File: src/ddrcd_pkg.sv
package ddrcd_pkg;

    // Command code is {cs_n, ras_n, cas_n, we_n}
    localparam logic [3:0] CMD_MODE_SET  = 4'h0;
    localparam logic [3:0] CMD_REFRESH   = 4'h1;
    localparam logic [3:0] CMD_PRECHARGE = 4'h2;
    localparam logic [3:0] CMD_ACTIVATE  = 4'h3;
    localparam logic [3:0] CMD_WRITE     = 4'h4;
    localparam logic [3:0] CMD_READ      = 4'h5;
    localparam logic [3:0] CMD_NOP       = 4'h7;

    localparam int BANKS      = 8;
    localparam int BANK_W     = 3;
    localparam int ADDR_W     = 14;
    localparam int COL_W      = 10;

    // Fields of the address inputs
    localparam int PRE_ALL_POS  = 10;
    localparam int AUTO_PRE_POS = 10;

    // Mode register selectors on bank_sel
    localparam logic [2:0] MR_MAIN = 3'h0;
    localparam logic [2:0] MR_EXT1 = 3'h1;
    localparam logic [2:0] MR_EXT2 = 3'h2;
    localparam logic [2:0] MR_EXT3 = 3'h3;

    // Extended register one fields: termination select bits and mask/strobe select
    localparam int EMR_RTT_LO_POS  = 2;
    localparam int EMR_RTT_HI_POS  = 6;
    localparam int EMR_READ_ONLY_STROBE_POS    = 11;

    localparam logic [ADDR_W-1:0] EMR1_RESET = 14'h0000;
    localparam logic [ADDR_W-1:0] MR_RESET   = 14'h0000;

    typedef enum logic [1:0] {
        PWR_ACTIVE,
        PWR_PRE_DOWN,
        PWR_ACT_DOWN,
        PWR_SELF_REF
    } ddrcd_pwr_type;

endpackage

File: src/ddrcd_mask.sv
`timescale 1ns/1ns
// Write-mask sampling: one mask value per clock in which either strobe edge is flagged
module ddrcd_mask (
    input  wire logic       clk,
    input  wire logic       reset,
    input  wire logic       beat_rise,
    input  wire logic       beat_fall,
    input  wire logic       write_burst,
    input  wire logic       mask_mode,
    input  wire logic [1:0] write_mask,
    output logic      [1:0] store_en
);
    typedef struct packed {
        logic [1:0] store_en;
    } ddrcd_mask_st_type;

    ddrcd_mask_st_type st_q;
    ddrcd_mask_st_type st_d;

    always_comb begin
        st_d = st_q;
        st_d.store_en = 2'h0;
        // Mask pin is only a mask when not set up as the read strobe
        if (write_burst && (beat_rise || beat_fall)) begin
            st_d.store_en = mask_mode ? ~write_mask : 2'h3;
        end
    end

    always_ff @(posedge clk or posedge reset) begin
        if (reset) begin
            st_q <= '0;
        end else begin
            st_q <= st_d;
        end
    end

    assign store_en = st_q.store_en;

    AST_MASK_DROP: assert property (@(posedge clk) disable iff (reset)
        (write_burst && beat_rise && mask_mode && write_mask[0]) |=> !store_en[0])
        else $error("Masked byte was stored");
    AST_MASK_EACH_EDGE: assert property (@(posedge clk) disable iff (reset)
        (write_burst && beat_fall && !write_mask[1]) |=> store_en[1])
        else $error("Unmasked beat on falling edge not stored");
endmodule

File: src/ddrcd_term.sv
`timescale 1ns/1ns
// Termination gating for the data-side pins
module ddrcd_term (
    input  wire logic       clk,
    input  wire logic       reset,
    input  wire logic       term_ctrl,
    input  wire logic       term_allowed,
    input  wire logic       term_rx_live,
    input  wire logic       wide_part,
    input  wire logic       read_only_strobe_on,
    output logic      [3:0] term_en
);
    // term_en: [0] data, [1] strobes, [2] masks / read strobe, [3] upper strobe
    typedef struct packed {
        logic [3:0] term_en;
    } ddrcd_term_st_type;

    ddrcd_term_st_type st_q;
    ddrcd_term_st_type st_d;
    logic              on;

    always_comb begin
        st_d = st_q;
        // Disabled termination means the pin is not even looked at
        on = term_allowed && term_rx_live && term_ctrl;
        st_d.term_en[0] = on;
        st_d.term_en[1] = on;
        st_d.term_en[2] = on;
        st_d.term_en[3] = on && (wide_part || read_only_strobe_on);
    end

    always_ff @(posedge clk or posedge reset) begin
        if (reset) begin
            st_q <= '0;
        end else begin
            st_q <= st_d;
        end
    end

    assign term_en = st_q.term_en;

    AST_TERM_OFF_WHEN_DISABLED: assert property (@(posedge clk) disable iff (reset)
        !term_allowed |=> term_en == 4'h0)
        else $error("Termination applied while disabled");
    AST_TERM_ON: assert property (@(posedge clk) disable iff (reset)
        (term_allowed && term_rx_live && term_ctrl) |=> term_en[0] && term_en[1])
        else $error("Termination not applied");
endmodule

File: src/ddrcd_top.sv
`timescale 1ns/1ns
module ddrcd_top (
    input  wire logic                         clk,
    input  wire logic                         reset,
    input  wire logic                         wide_part,
    input  wire logic                         clk_gate,
    input  wire logic                         rank_sel_n,
    input  wire logic                         row_strobe_n,
    input  wire logic                         col_strobe_n,
    input  wire logic                         write_strobe_n,
    input  wire logic [ddrcd_pkg::BANK_W-1:0] bank_sel,
    input  wire logic [ddrcd_pkg::ADDR_W-1:0] addr_in,
    input  wire logic                         term_ctrl,
    input  wire logic                         beat_rise,
    input  wire logic                         beat_fall,
    input  wire logic                         write_burst,
    input  wire logic [1:0]                   write_mask,
    output logic      [ddrcd_pkg::BANKS-1:0]  bank_open,
    output logic      [ddrcd_pkg::BANK_W-1:0] cmd_bank,
    output logic      [ddrcd_pkg::ADDR_W-1:0] row_addr,
    output logic      [ddrcd_pkg::COL_W-1:0]  col_addr,
    output logic                              auto_pre,
    output logic                              rd_go,
    output logic                              wr_go,
    output logic                              refresh_go,
    output logic      [ddrcd_pkg::ADDR_W-1:0] mode_reg,
    output logic      [ddrcd_pkg::ADDR_W-1:0] ext_mode_reg_one,
    output logic      [ddrcd_pkg::ADDR_W-1:0] ext_mode_reg_two,
    output logic      [ddrcd_pkg::ADDR_W-1:0] ext_mode_reg_three,
    output logic      [1:0]                   pwr_state,
    output logic                              cmd_rx_live,
    output logic                              term_rx_live,
    output logic      [3:0]                   term_en,
    output logic      [1:0]                   store_en
);
    typedef struct packed {
        logic [ddrcd_pkg::BANKS-1:0]  bank_open;
        logic [ddrcd_pkg::BANK_W-1:0] cmd_bank;
        logic [ddrcd_pkg::ADDR_W-1:0] row_addr;
        logic [ddrcd_pkg::COL_W-1:0]  col_addr;
        logic                         auto_pre;
        logic                         rd_go;
        logic                         wr_go;
        logic                         refresh_go;
        logic [ddrcd_pkg::ADDR_W-1:0] mr;
        logic [ddrcd_pkg::ADDR_W-1:0] emr1;
        logic [ddrcd_pkg::ADDR_W-1:0] emr2;
        logic [ddrcd_pkg::ADDR_W-1:0] emr3;
        ddrcd_pkg::ddrcd_pwr_type     pwr;
        logic                         cmd_rx_live;
        logic                         term_rx_live;
    } ddrcd_st_type;

    ddrcd_st_type st_q;
    ddrcd_st_type st_d;
    logic [3:0]   cmd;
    logic         term_allowed;
    logic         self_ref_wake;

    // Termination is disabled when both resistor select bits are zero
    function automatic logic rtt_on(input logic [ddrcd_pkg::ADDR_W-1:0] emr);
        rtt_on = emr[ddrcd_pkg::EMR_RTT_LO_POS] | emr[ddrcd_pkg::EMR_RTT_HI_POS];
    endfunction

    function automatic logic [ddrcd_pkg::BANKS-1:0] bank_bit(
        input logic [ddrcd_pkg::BANK_W-1:0] b);
        bank_bit = ddrcd_pkg::BANKS'(1) << b;
    endfunction

    // Self-refresh exit waits one extra clock: clk_gate is registered into self_ref_wake first
    always_ff @(posedge clk or posedge reset) begin
        if (reset) begin
            self_ref_wake <= 1'b0;
        end else begin
            self_ref_wake <= clk_gate;
        end
    end

    always_comb begin
        st_d = st_q;
        st_d.rd_go = 1'b0;
        st_d.wr_go = 1'b0;
        st_d.refresh_go = 1'b0;
        // Sampled each rising edge of the clock
        cmd = {rank_sel_n, row_strobe_n, col_strobe_n, write_strobe_n};
        term_allowed = rtt_on(st_q.emr1);
        unique case (st_q.pwr)
            ddrcd_pkg::PWR_ACTIVE: begin
                if (!clk_gate) begin
                    if (st_q.bank_open != '0) begin
                        st_d.pwr = ddrcd_pkg::PWR_ACT_DOWN;
                    end else if (cmd == ddrcd_pkg::CMD_REFRESH) begin
                        st_d.pwr = ddrcd_pkg::PWR_SELF_REF;
                    end else begin
                        st_d.pwr = ddrcd_pkg::PWR_PRE_DOWN;
                    end
                end else if (!rank_sel_n) begin
                    unique case (cmd)
                        ddrcd_pkg::CMD_ACTIVATE: begin
                            st_d.cmd_bank = bank_sel;
                            st_d.row_addr = addr_in;
                            st_d.bank_open = st_q.bank_open | bank_bit(bank_sel);
                        end
                        ddrcd_pkg::CMD_READ,
                        ddrcd_pkg::CMD_WRITE: begin
                            st_d.cmd_bank = bank_sel;
                            st_d.col_addr = addr_in[ddrcd_pkg::COL_W-1:0];
                            st_d.auto_pre = addr_in[ddrcd_pkg::AUTO_PRE_POS];
                            st_d.rd_go = (cmd == ddrcd_pkg::CMD_READ);
                            st_d.wr_go = (cmd == ddrcd_pkg::CMD_WRITE);
                            if (addr_in[ddrcd_pkg::AUTO_PRE_POS]) begin
                                st_d.bank_open = st_q.bank_open & ~bank_bit(bank_sel);
                            end
                        end
                        ddrcd_pkg::CMD_PRECHARGE: begin
                            st_d.cmd_bank = bank_sel;
                            if (addr_in[ddrcd_pkg::PRE_ALL_POS]) begin
                                st_d.bank_open = '0;
                            end else begin
                                st_d.bank_open = st_q.bank_open & ~bank_bit(bank_sel);
                            end
                        end
                        ddrcd_pkg::CMD_REFRESH: begin
                            st_d.refresh_go = 1'b1;
                        end
                        ddrcd_pkg::CMD_MODE_SET: begin
                            unique case (bank_sel)
                                ddrcd_pkg::MR_MAIN: st_d.mr   = addr_in;
                                ddrcd_pkg::MR_EXT1: st_d.emr1 = addr_in;
                                ddrcd_pkg::MR_EXT2: st_d.emr2 = addr_in;
                                ddrcd_pkg::MR_EXT3: st_d.emr3 = addr_in;
                                default: ;
                            endcase
                        end
                        default: ;
                    endcase
                end
            end
            ddrcd_pkg::PWR_PRE_DOWN,
            ddrcd_pkg::PWR_ACT_DOWN: begin
                // Commands are not decoded while powered down
                if (clk_gate) begin
                    st_d.pwr = ddrcd_pkg::PWR_ACTIVE;
                end
            end
            ddrcd_pkg::PWR_SELF_REF: begin
                if (self_ref_wake) begin
                    st_d.pwr = ddrcd_pkg::PWR_ACTIVE;
                end
            end
        endcase
        st_d.cmd_rx_live = (st_d.pwr == ddrcd_pkg::PWR_ACTIVE);
        st_d.term_rx_live = (st_d.pwr != ddrcd_pkg::PWR_SELF_REF);
    end

    always_ff @(posedge clk or posedge reset) begin
        if (reset) begin
            st_q <= '0;
            st_q.mr <= ddrcd_pkg::MR_RESET;
            st_q.emr1 <= ddrcd_pkg::EMR1_RESET;
            st_q.pwr <= ddrcd_pkg::PWR_ACTIVE;
            st_q.cmd_rx_live <= 1'b1;
            st_q.term_rx_live <= 1'b1;
        end else begin
            st_q <= st_d;
        end
    end

    ddrcd_term u_term (
        .clk          (clk),
        .reset        (reset),
        .term_ctrl    (term_ctrl),
        .term_allowed (term_allowed),
        .term_rx_live (st_q.term_rx_live),
        .wide_part    (wide_part),
        .read_only_strobe_on      (st_q.emr1[ddrcd_pkg::EMR_READ_ONLY_STROBE_POS]),
        .term_en      (term_en)
    );

    // x16 parts always mask; x8 only when read strobe is not selected
    ddrcd_mask u_mask (
        .clk         (clk),
        .reset       (reset),
        .beat_rise   (beat_rise),
        .beat_fall   (beat_fall),
        .write_burst (write_burst && st_q.cmd_rx_live),
        .mask_mode   (wide_part || !st_q.emr1[ddrcd_pkg::EMR_READ_ONLY_STROBE_POS]),
        .write_mask  (write_mask),
        .store_en    (store_en)
    );

    assign bank_open          = st_q.bank_open;
    assign cmd_bank           = st_q.cmd_bank;
    assign row_addr           = st_q.row_addr;
    assign col_addr           = st_q.col_addr;
    assign auto_pre           = st_q.auto_pre;
    assign rd_go              = st_q.rd_go;
    assign wr_go              = st_q.wr_go;
    assign refresh_go         = st_q.refresh_go;
    assign mode_reg           = st_q.mr;
    assign ext_mode_reg_one   = st_q.emr1;
    assign ext_mode_reg_two   = st_q.emr2;
    assign ext_mode_reg_three = st_q.emr3;
    assign pwr_state          = st_q.pwr;
    assign cmd_rx_live        = st_q.cmd_rx_live;
    assign term_rx_live       = st_q.term_rx_live;

    AST_SELECT_MASKS: assert property (@(posedge clk) disable iff (reset)
        rank_sel_n |=> !rd_go && !wr_go && !refresh_go && $stable(ext_mode_reg_one))
        else $error("Command taken with select high");
    AST_READ_DECODE: assert property (@(posedge clk) disable iff (reset)
        (cmd_rx_live && clk_gate && cmd == ddrcd_pkg::CMD_READ)
        |=> rd_go && cmd_bank == $past(bank_sel))
        else $error("Read not decoded to its bank");
    AST_ACT_ROW: assert property (@(posedge clk) disable iff (reset)
        (cmd_rx_live && clk_gate && cmd == ddrcd_pkg::CMD_ACTIVATE)
        |=> row_addr == $past(addr_in) && bank_open[cmd_bank])
        else $error("Activate did not capture row");
    AST_PRE_ALL: assert property (@(posedge clk) disable iff (reset)
        (cmd_rx_live && clk_gate && cmd == ddrcd_pkg::CMD_PRECHARGE
         && addr_in[ddrcd_pkg::PRE_ALL_POS]) |=> bank_open == '0)
        else $error("Precharge all left a bank open");
    AST_MRS_EXT1: assert property (@(posedge clk) disable iff (reset)
        (cmd_rx_live && clk_gate && cmd == ddrcd_pkg::CMD_MODE_SET
         && bank_sel == ddrcd_pkg::MR_EXT1)
        |=> ext_mode_reg_one == $past(addr_in) && $stable(mode_reg))
        else $error("Extended register one not loaded");
    AST_PD_ACTIVE: assert property (@(posedge clk) disable iff (reset)
        (cmd_rx_live && !clk_gate && bank_open != '0)
        |=> pwr_state == 2'(ddrcd_pkg::PWR_ACT_DOWN) && !cmd_rx_live)
        else $error("Active power-down not entered");
    AST_SR_RX_OFF: assert property (@(posedge clk) disable iff (reset)
        pwr_state == 2'(ddrcd_pkg::PWR_SELF_REF) |-> !cmd_rx_live && !term_rx_live)
        else $error("Receivers live in self refresh");
    AST_SR_EXIT: assert property (@(posedge clk) disable iff (reset)
        (pwr_state == 2'(ddrcd_pkg::PWR_SELF_REF) && clk_gate)
        |-> ##[1:2] pwr_state == 2'(ddrcd_pkg::PWR_ACTIVE))
        else $error("Self refresh not left");

    COV_WRITE: cover property (@(posedge clk) disable iff (reset) wr_go);
    COV_SELF_REF: cover property (@(posedge clk) disable iff (reset)
        pwr_state == 2'(ddrcd_pkg::PWR_SELF_REF));
    COV_ACT_DOWN: cover property (@(posedge clk) disable iff (reset)
        pwr_state == 2'(ddrcd_pkg::PWR_ACT_DOWN));
    COV_TERM: cover property (@(posedge clk) disable iff (reset) term_en[0]);
endmodule

File: config.mk
export PLATFORM = sky130hd
export DESIGN_NAME = ddrcd_top
export DESIGN_NICKNAME = d
export VERILOG_FILES = /design/src/ddrcd_pkg.sv /design/src/ddrcd_mask.sv /design/src/ddrcd_term.sv /design/src/ddrcd_top.sv
export SDC_FILE = /design/constraint.sdc
export NUM_CORES = 1
export LEC_CHECK = 0
export ABC_AREA = 0
export BUFFER_PORTS_ARGS = -buffer_cell sky130_fd_sc_hd__buf_2
export CORE_ASPECT_RATIO = 0.8
export CORE_MARGIN = 2
export CORE_UTILIZATION = 47
export CTS_CLUSTER_SIZE = 28
export DETAILED_ROUTE_END_ITERATION = 6
export GPL_TIMING_DRIVEN = 1
export PLACE_DENSITY = 0.75
export SETUP_SLACK_MARGIN = 0.15
export SYNTH_ARGS = -nofsm -noshare
export SYNTH_HDL_FRONTEND = slang
export SYNTH_SLANG_ARGS = --single-unit
File: constraint.sdc
create_clock -name clk -period 7.35 [get_ports clk]
set_clock_uncertainty 0.1 [all_clocks]
set_input_delay 0.3675 -clock clk [delete_from_list [all_inputs] [get_ports clk]]
set_output_delay 0.3675 -clock clk [all_outputs]
set_load 0.005 [all_outputs]
== After elaboration in Yosys (flattened, before gate mapping) ==
Index checks and enable logic that the tools add are counted.
Operators by class
  eq/ne operators: 13
  shift operators: 1
  mux-type cells: 21
  bitwise logic cells: 6
  reduce and logical (&&, ||, !) cells: 25
Operator list (number)
  59-bit 2-to-1 mux: 3
  14-bit 2-to-1 mux: 4
  56-bit 2-to-1 mux: 1
  11-bit one-hot mux with 3 select lines: 1
  5-bit AND reduction: 5
  2-bit 2-to-1 mux: 8
  8-bit 2-to-1 mux: 2
  4-bit AND reduction: 3
  8-bit bitwise AND: 1
  4-bit by 2-bit == test with 1-bit output, second input constant: 2
  4-bit by 3-bit == test with 1-bit output, second input constant: 2
  8-bit inverter: 1
  8-bit bitwise OR: 1
  8-bit nonzero test: 1
  1-bit by 3-bit left shift with 8-bit output, first input constant: 1
  3-bit by 2-bit == test with 1-bit output, second input constant: 2
  2-bit one-hot mux with 3 select lines: 1
  1-bit logical AND: 5
  2-bit == test, second input constant: 2
  4-bit by 1-bit == test with 1-bit output, second input constant: 1
  2-bit zero test: 2
  4-bit zero test: 1
  2-bit inequality test, second input constant: 2
  2-bit OR reduction: 2
  other kinds (10): 12
Storage, ports and cells
  register bits: 106
  bits of input ports: 31
  output and inout bits: 105
  logic and storage cells: 84

== Logic depth before layout (Yosys ltp) ==
Gate-level depths: netlist (run 1).
  depth in word-level cells: 6
  mapped depth: 6
  gate-level depth less buffers: 5

== Modules after synthesis ==
Synthesis (run 1) repeated with hierarchy kept, for this count alone.
Second synthesis, totals
  cells, all modules: 297
  area, all modules: 4376.7 um^2
Modules (own cells, without submodules)
  ddrcd_top: instances 1, cells an instance 284, area each 4221.5 um^2, seq. area each 2504.9 um^2
  ddrcd_term: instances 1, cells an instance 7, area each 86.3 um^2, seq. area each 50.0 um^2
  ddrcd_mask: instances 1, cells an instance 6, area each 68.8 um^2, seq. area each 50.0 um^2

== Least setup slack after synthesis (run 1) ==
No wires, ideal clock.
  path type: register -> register
  from: register st_q (netlist bit pwr_state[1])
  to: register st_q (netlist bit pwr_state[1])
  setup time: 0.134 ns
  data arrival time: 1.632 ns
  data required time: 7.116 ns
  path slack: 5.484 ns
  cell stages (with the launch flop): 6
  path through: dfrtp_1 -> inv_1 -> ha_1 -> or4b_2 -> nor3_1 -> a2bb2oi_1
RTL lines
  from (decl): line ddrcd_top.sv:54  | ddrcd_st_type st_q;
  from (signal assigned): line ddrcd_top.sv:165  | st_q <= st_d;

== Worst setup path in the final report (run 1) ==
  from: register st_q (netlist bit pwr_state[1])
  to: register st_q (netlist bit ext_mode_reg_three[0])
On the way
  cells in the longest elaborated chain, start to end: 2
Ends and longest elaborated chain
  2-bit zero test: line ddrcd_top.sv:87  | unique case (st_q.pwr)
  5-bit AND reduction (no line)
No other way between the ends.
A chain may end at the register's enable or synchronous reset.

==> results of run 1 <==
-- worst max-delay path: cells and delay by family, from the launching register on --
family / cells / cell delay, ps
simple gates: 2 / 770
flops: 1 / 420
fa+ha+maj: 1 / 210
buf+inv: 1 / 90
mux: 1 / 440
-- final cells by class --
cell class	count	area (um^2)	area share, %
clock inverters	3	42.5	0.794
multi-input cells	162	1560	29.0
well taps	115	144	2.68
clock buffers	13	260	4.86
flip-flops and latches	104	2610	48.6
repair buffers	138	701	13.1
inverters	13	51.3	0.957
-- per-stage QoR --
stage	worst slack (ps)	power, mW	hold WS [ps]
finish	5200	1.54	94.0
global route	5050	1.62	98.7
CTS	5180	1.56	78.4
detailed placement	5200	1.07	326
global placement	5250	1.06	321
floorplan	4150	0.905	299
-- Yosys cell counts, types with 2 or more instances --
| library cell | n | area, um^2 |
|---|---|---|
| inv_1 | 13 | 48.8 |
| buf_4 | 4 | 30.0 |
| nand3_2 | 4 | 40.0 |
| or4_1 | 2 | 15.0 |
| dfrtp_1 | 102 | 2550 |
| nor4_1 | 3 | 18.8 |
| nor2_1 | 3 | 11.3 |
| a21oi_1 | 4 | 20.0 |
| buf_2 | 4 | 20.0 |
| ha_1 | 3 | 37.5 |
| dfstp_2 | 2 | 52.6 |
| or3b_2 | 2 | 17.5 |
| and3b_1 | 2 | 17.5 |
| nand3b_1 | 3 | 22.5 |
| o221ai_1 | 7 | 61.3 |
| nand2b_1 | 8 | 50.1 |
| or2_2 | 2 | 12.5 |
| nor2b_1 | 2 | 12.5 |
| nor3_4 | 2 | 32.5 |
| o21a_1 | 2 | 15.0 |
| o211ai_1 | 6 | 45.0 |
| mux2_2 | 84 | 946 |
| nor3b_2 | 2 | 25.0 |
| nor3_1 | 4 | 20.0 |
| buf_6 | 2 | 22.5 |
| nand3_1 | 5 | 25.0 |
-- metal layers --
| metal | vias up | wire length [um] | GRT usage [%] |
|---|---|---|---|
| li1 | 1325 | - | - |
| met1 | 1474 | 4570 | 27.3 |
| met2 | 97 | 4460 | 29.9 |
| met3 | 14 | 544 | 6.17 |
| met4 | 0 | 179 | 8.86 |
| met5 | - | 0 | 0 |
-- worst paths after layout --
| path | end | from | cells past startpoint | slack, ps |
|---|---|---|---|---|
| worst max-delay path | ext_mode_reg_three[0] | pwr_state[1] | 5 | 5200 |
| max in group asynchronous | u_term.term_en[2] | reset | 4 | 5430 |
| min in group asynchronous | wr_go | reset | 3 | 490 |
| worst min-delay path | u_mask.store_en[1] | write_mask[1] | 2 | 90 |
| worst max register to register | ext_mode_reg_three[0] | pwr_state[1] | 5 | 5200 |
| worst min register to register | ext_mode_reg_three[4] | ext_mode_reg_three[4] | 1 | 400 |
-- power by group --
group / internal (mW) / switching (mW) / leakage, nW / total [mW]
logic: 0.175 / 0.138 / 1.39 / 0.312
clock network: 0.282 / 0.200 / 0.146 / 0.482
registers: 0.684 / 0.0592 / 1.35 / 0.743
total: 1.14 / 0.396 / 2.88 / 1.54
-- logic make-up (layout without fill, tap and decap cells) --
logic type                 after synthesis  after routing  synth area share (%)
AOI/OAI and AO/OA                       24             24                  4.50
adders and majority gates                3              3                 0.877
buffers and inverters                   23            167                  2.83
muxes                                   84             84                  22.1
DFF                                    104            104                  60.8
and+or+nand+nor                         51             51                  8.88
-- cells in the final DEF, fill, tap and decap left out, types with 5 or more instances in the layout --
master       n
buf_2      135
dfrtp_1    102
mux2_2      84
inv_1       12
clkbuf_16    9
nand2b_1     8
o221ai_1     7
o211ai_1     6
nand3_1      5
==> out/results.txt, run 1 <==
Clock-pin slew on the worst setup and hold paths = 70 ps
Layout Utilization = 59.8%
Routability Congestion = 0.830
Num CTS Buffers = 9
Area of the mapped netlist = 4280 um^2
Finish-stage setup viols = 0
Gr ovfl total = 0
Crit-path max cell delay = 450 ps
Antenna violations before repair = 0
Pin count of the biggest net entering global routing = 68
Hold Crit Class = primary input to flip-flop
Via/cell ratio = 5.31
Crit path DAT = 2280 ps
Yosys warning count = 0
Power per cell area = 287 nW/um^2
Worst skew pair latency = 340 ps
Vias in the first global route = 2806
Cells after DPL = 531
Final Max Slew Viols = 0
Max cap viols = 0
Layout area overhead = 25.2%
Hold buffer count at cts = 1
Crit path max fanout = 14
Max rail drop VDD = 0.207 mV
Detailed-router iteration count before antenna repair = 4
Die area = 9900 um^2
Root Driver = clkbuf_16
Final net count = 462
RSZ-0062 raised after global routing = no
Dominant synthesized flop cell = dfrtp_1
Fillers = 731
DR WL/cell = 17.8 um
Crit end category = flip-flop
Area post-placement = 5050 um^2
Number of synthesized flops with an enable pin = 0
Post-CTS Setup Inserts = 0
CP Class = flip-flop to flip-flop
Min Tclk post-route = 2150 ps
Slowest cell on the critical path = nand3_2
Resized Gates After CTS = 0
Crit share post-route = 29.2%
Worst rel slew slack = 43.9%
# DRC = 0
Mean Syn Cell Area = 14.8 um^2
DR vias = 2910
Status = finished clean
Initial core utilization = 47.8%
Async SR Flop Fraction = 100%
Share of cells above drive strength 1 = 58.4%
Die Wd = 111 um
Type of origin of the critical path = flip-flop
Antenna-violating nets left = 0
N_diodes = 0
Port Buffer Count = 135
Seq/Total Area, Yosys = 60.8%
Worst path cell trace = inv_1 -> ha_1 -> and3b_1 -> nand3_2 -> mux2_2
Final Hold Fails = 0
Synthesized flop and latch total = 104
Syn_nets = 323
Initial DRC count = 123
Post-DP HPWL = 6900 um
Synthesized instance count = 289
First-pass GRT wire length = 15000 um
Core ar. = 8960 um^2
Cell row count = 31
Clk buf depth = 2
Peak Freq = 465 MHz
Static Leak = 2.88 nW
Final Cell Area = 5360 um^2
Fin cells = 548
Routed WL = 9760 um
Synth unique cells = 38
CTS Sinks = 104
Tightest Pin Transition = 841 ps
Setup TNS = 0 ps
CTS tree = done
Required @ worst endpoint = 7480 ps
Die Y = 89.4 um
Boundary Pins = 136
All-Layer GR Usage = 20.0%
CTS H-tree depth = 3
No activity file was read; power rests on OpenSTA's default activity.
==> run 2: changes to the inputs <==
Settings changed: CORE_UTILIZATION 47 to 46, PLACE_DENSITY 0.75 to 0.76.
Clock period 7.35 ns to 1.93 ns, I/O delays scaled along.
==> run 2 against run 1 <==
  * Die area rose by 2.1%
  * Register-to-register slack lost 5000 ps
  * Combinational power grew to 4.3 times the previous value
  * Via count grew 7.9%
  * Count of clock-buffer cells in the layout shrank 4
  * Worst setup slack lost 5000 ps
  * Worst hold slack worse by 83 ps
  * Total power grew to 3.9 times the previous value
  * Sequential share of layout area decreased by 3.8 points
  * Core utilization is 4.6 points higher
  * Critical path type unchanged
  * Critical endpoint is now ext_mode_reg_one[1]
  * Highest routed layer unchanged
==> out/results.txt, run 2 (synthesis results as in run 1) <==
Die Wd = 112 um (was 111 um)
Flop2flop setup slack = 190 ps (was 5200 ps)
Initial DRC count = 186 (was 123)
Type of origin of the critical path = flip-flop (unchanged)
CTS tree = done (unchanged)
CTS Sinks = 104 (unchanged)
Fin cells = 587 (was 548)
RSZ-0062 raised after global routing = no (unchanged)
Top layer in use = met4 (unchanged)
Final net count = 501 (was 462)
Gr ovfl total = 0 (unchanged)
All-Layer GR Usage = 21.5% (was 20.0%)
# DRC = 0 (unchanged)
Final Hold Fails = 0 (unchanged)
CP Class = flip-flop to flip-flop (unchanged)
WL met3 = 725 um (was 544 um)
Crit path DAT = 1860 ps (was 2280 ps)
Worst rel slew slack = 60.9% (was 43.9%)
Boundary Pins = 136 (unchanged)
Cells after DPL = 546 (was 531)
Crit path max fanout = 8 (was 14)
Clock-pin slew on the worst setup and hold paths = 70 ps (about the same)
Routability Congestion = 0.816 (was 0.830)
Max cap viols = 0 (unchanged)
Crit share post-route = 90.0% (was 29.2%)
Finish-stage setup viols = 0 (unchanged)
Max rail drop VDD = 0.544 mV (was 0.207 mV)
Pin count of the biggest net entering global routing = 57 (was 68)
Status = finished clean (unchanged)
CTS H-tree depth = 3 (unchanged)
Tightest Pin Transition = 586 ps (was 841 ps)
DR vias = 3141 (was 2910)
Cell row count = 31 (unchanged)
Peak Freq = 575 MHz (was 465 MHz)
Final setup margin = 192 ps (was 5200 ps)
Port Buffer Count = 135 (unchanged)
Clk buf depth = 2 (unchanged)
Core ar. = 9040 um^2 (was 8960 um^2)
Setup TNS = 0 ps (unchanged)
Static Leak = 3.10 nW (was 2.88 nW)
Detailed-router iteration count before antenna repair = 4 (unchanged)
DR WL met2 = 5260 um (was 4460 um)
Commonest non-fill, non-tap cells in the layout = buf_2, dfrtp_1, mux2_2 (unchanged)
Hold Crit Class = primary input to flip-flop (unchanged)
Antenna-violating nets left = 0 (unchanged)
Final Max Slew Viols = 0 (unchanged)
Fillers = 703 (was 731)
Die area = 10100 um^2 (was 9900 um^2)
HP Start = addr_in[11] (was write_mask[1])
Layout area overhead = 35.9% (was 25.2%)
N_diodes = 0 (unchanged)
Commonest non-fill, non-tap cell in the layout = buf_2 (unchanged)
Crit end category = flip-flop (unchanged)
Worst slack, placed = 49.9 ps (was 5200 ps)
Slowest cell on the critical path = dfrtp_1 (was nand3_2)
Worst skew pair latency = 330 ps (was 340 ps)
Power per cell area = 1040 nW/um^2 (was 287 nW/um^2)
Antenna violations before repair = 0 (unchanged)
Die Y = 90.3 um (was 89.4 um)
Crit-path max cell delay = 370 ps (was 450 ps)
Multi-input gate area = 1630 um^2 (was 1560 um^2)
Reg area = 2610 um^2 (unchanged)
Worst path cell trace = inv_2 -> ha_4 -> and3b_2 -> nand3_2 -> buf_4 -> mux2_2 (was inv_1 -> ha_1 -> and3b_1 -> nand3_2 -> mux2_2)
First-pass GRT wire length = 17000 um (was 15000 um)
Num CTS Buffers = 9 (unchanged)
Initial core utilization = 47.4% (was 47.8%)
Required @ worst endpoint = 2050 ps (was 7480 ps)
Post-DP HPWL = 7500 um (was 6900 um)
Min Tclk post-route = 1740 ps (was 2150 ps)
Routed WL = 10700 um (was 9760 um)
CP Launch Point = pwr_state[0] (was pwr_state[1])
Share of cells above drive strength 1 = 59.7% (was 58.4%)
Root Driver = clkbuf_16 (unchanged)
Met1 Wirelength = 4580 um (was 4570 um)
Worst r2r src = pwr_state[0] (was pwr_state[1])
Via/cell ratio = 5.35 (was 5.31)
DR WL/cell = 18.2 um (was 17.8 um)
Vias in the first global route = 3182 (was 2806)
## run 2: timing repair
item	in CTS	in global routing
buffers inserted	0	2
hold buffers	23	0
endpoints found under the setup margin	60	85
pin swaps	0	3
hold endpoints to repair	174	0
gates resized for setup	6	11
## run 2: area by class of cell
type | instances | share of cell area, %
clock inverter | 7 | 1.33
multi-input combinational | 162 | 28.0
timing repair buffer | 177 | 18.7
sequential | 104 | 44.8
inverter | 13 | 0.903
tap | 115 | 2.47
clock buffer | 9 | 3.87
## run 2: worst max-delay path: cells and delay by family, from the launching register on
family / cells / cell delay [ps]
adders and majority gates: 1 / 180
buffers and inverters: 2 / 270
DFF: 1 / 370
muxes: 1 / 350
and+or+nand+nor: 2 / 350
## run 2: metrics by stage
stage	area (um^2)	utilization [%]	hold slack [ps]	power, mW
floorplan	4310	-	27.9	3.45
global placement	5200	57.5	104	4.08
detailed placement	5200	57.5	111	4.14
CTS	5750	63.6	5.90	6.03
global route	5820	64.4	3.26	6.35
finish	5820	64.4	11.0	6.03
## run 2: power by group
part / internal [mW] / switching (mW)
clock: 1.02 / 0.814
sequential: 2.60 / 0.246
combinational: 0.766 / 0.582
## run 2: final timing paths
| path | cells after the start | endpoint |
|---|---|---|
| setup / recovery | 6 | ext_mode_reg_one[1] |
| min in group asynchronous | 4 | ext_mode_reg_one[13] |
| max in group asynchronous | 4 | col_addr[2] |
| hold reg to reg | 1 | mode_reg[7] |
| hold / removal | 2 | ext_mode_reg_one[11] |
| setup reg to reg | 6 | ext_mode_reg_one[1] |
## run 2: routing by layer
layer  vias up  track usage, %
met5         -               0
met2       122            35.1
met4         0            4.32
li1       1403               -
met3        12            6.04
met1      1604            29.1
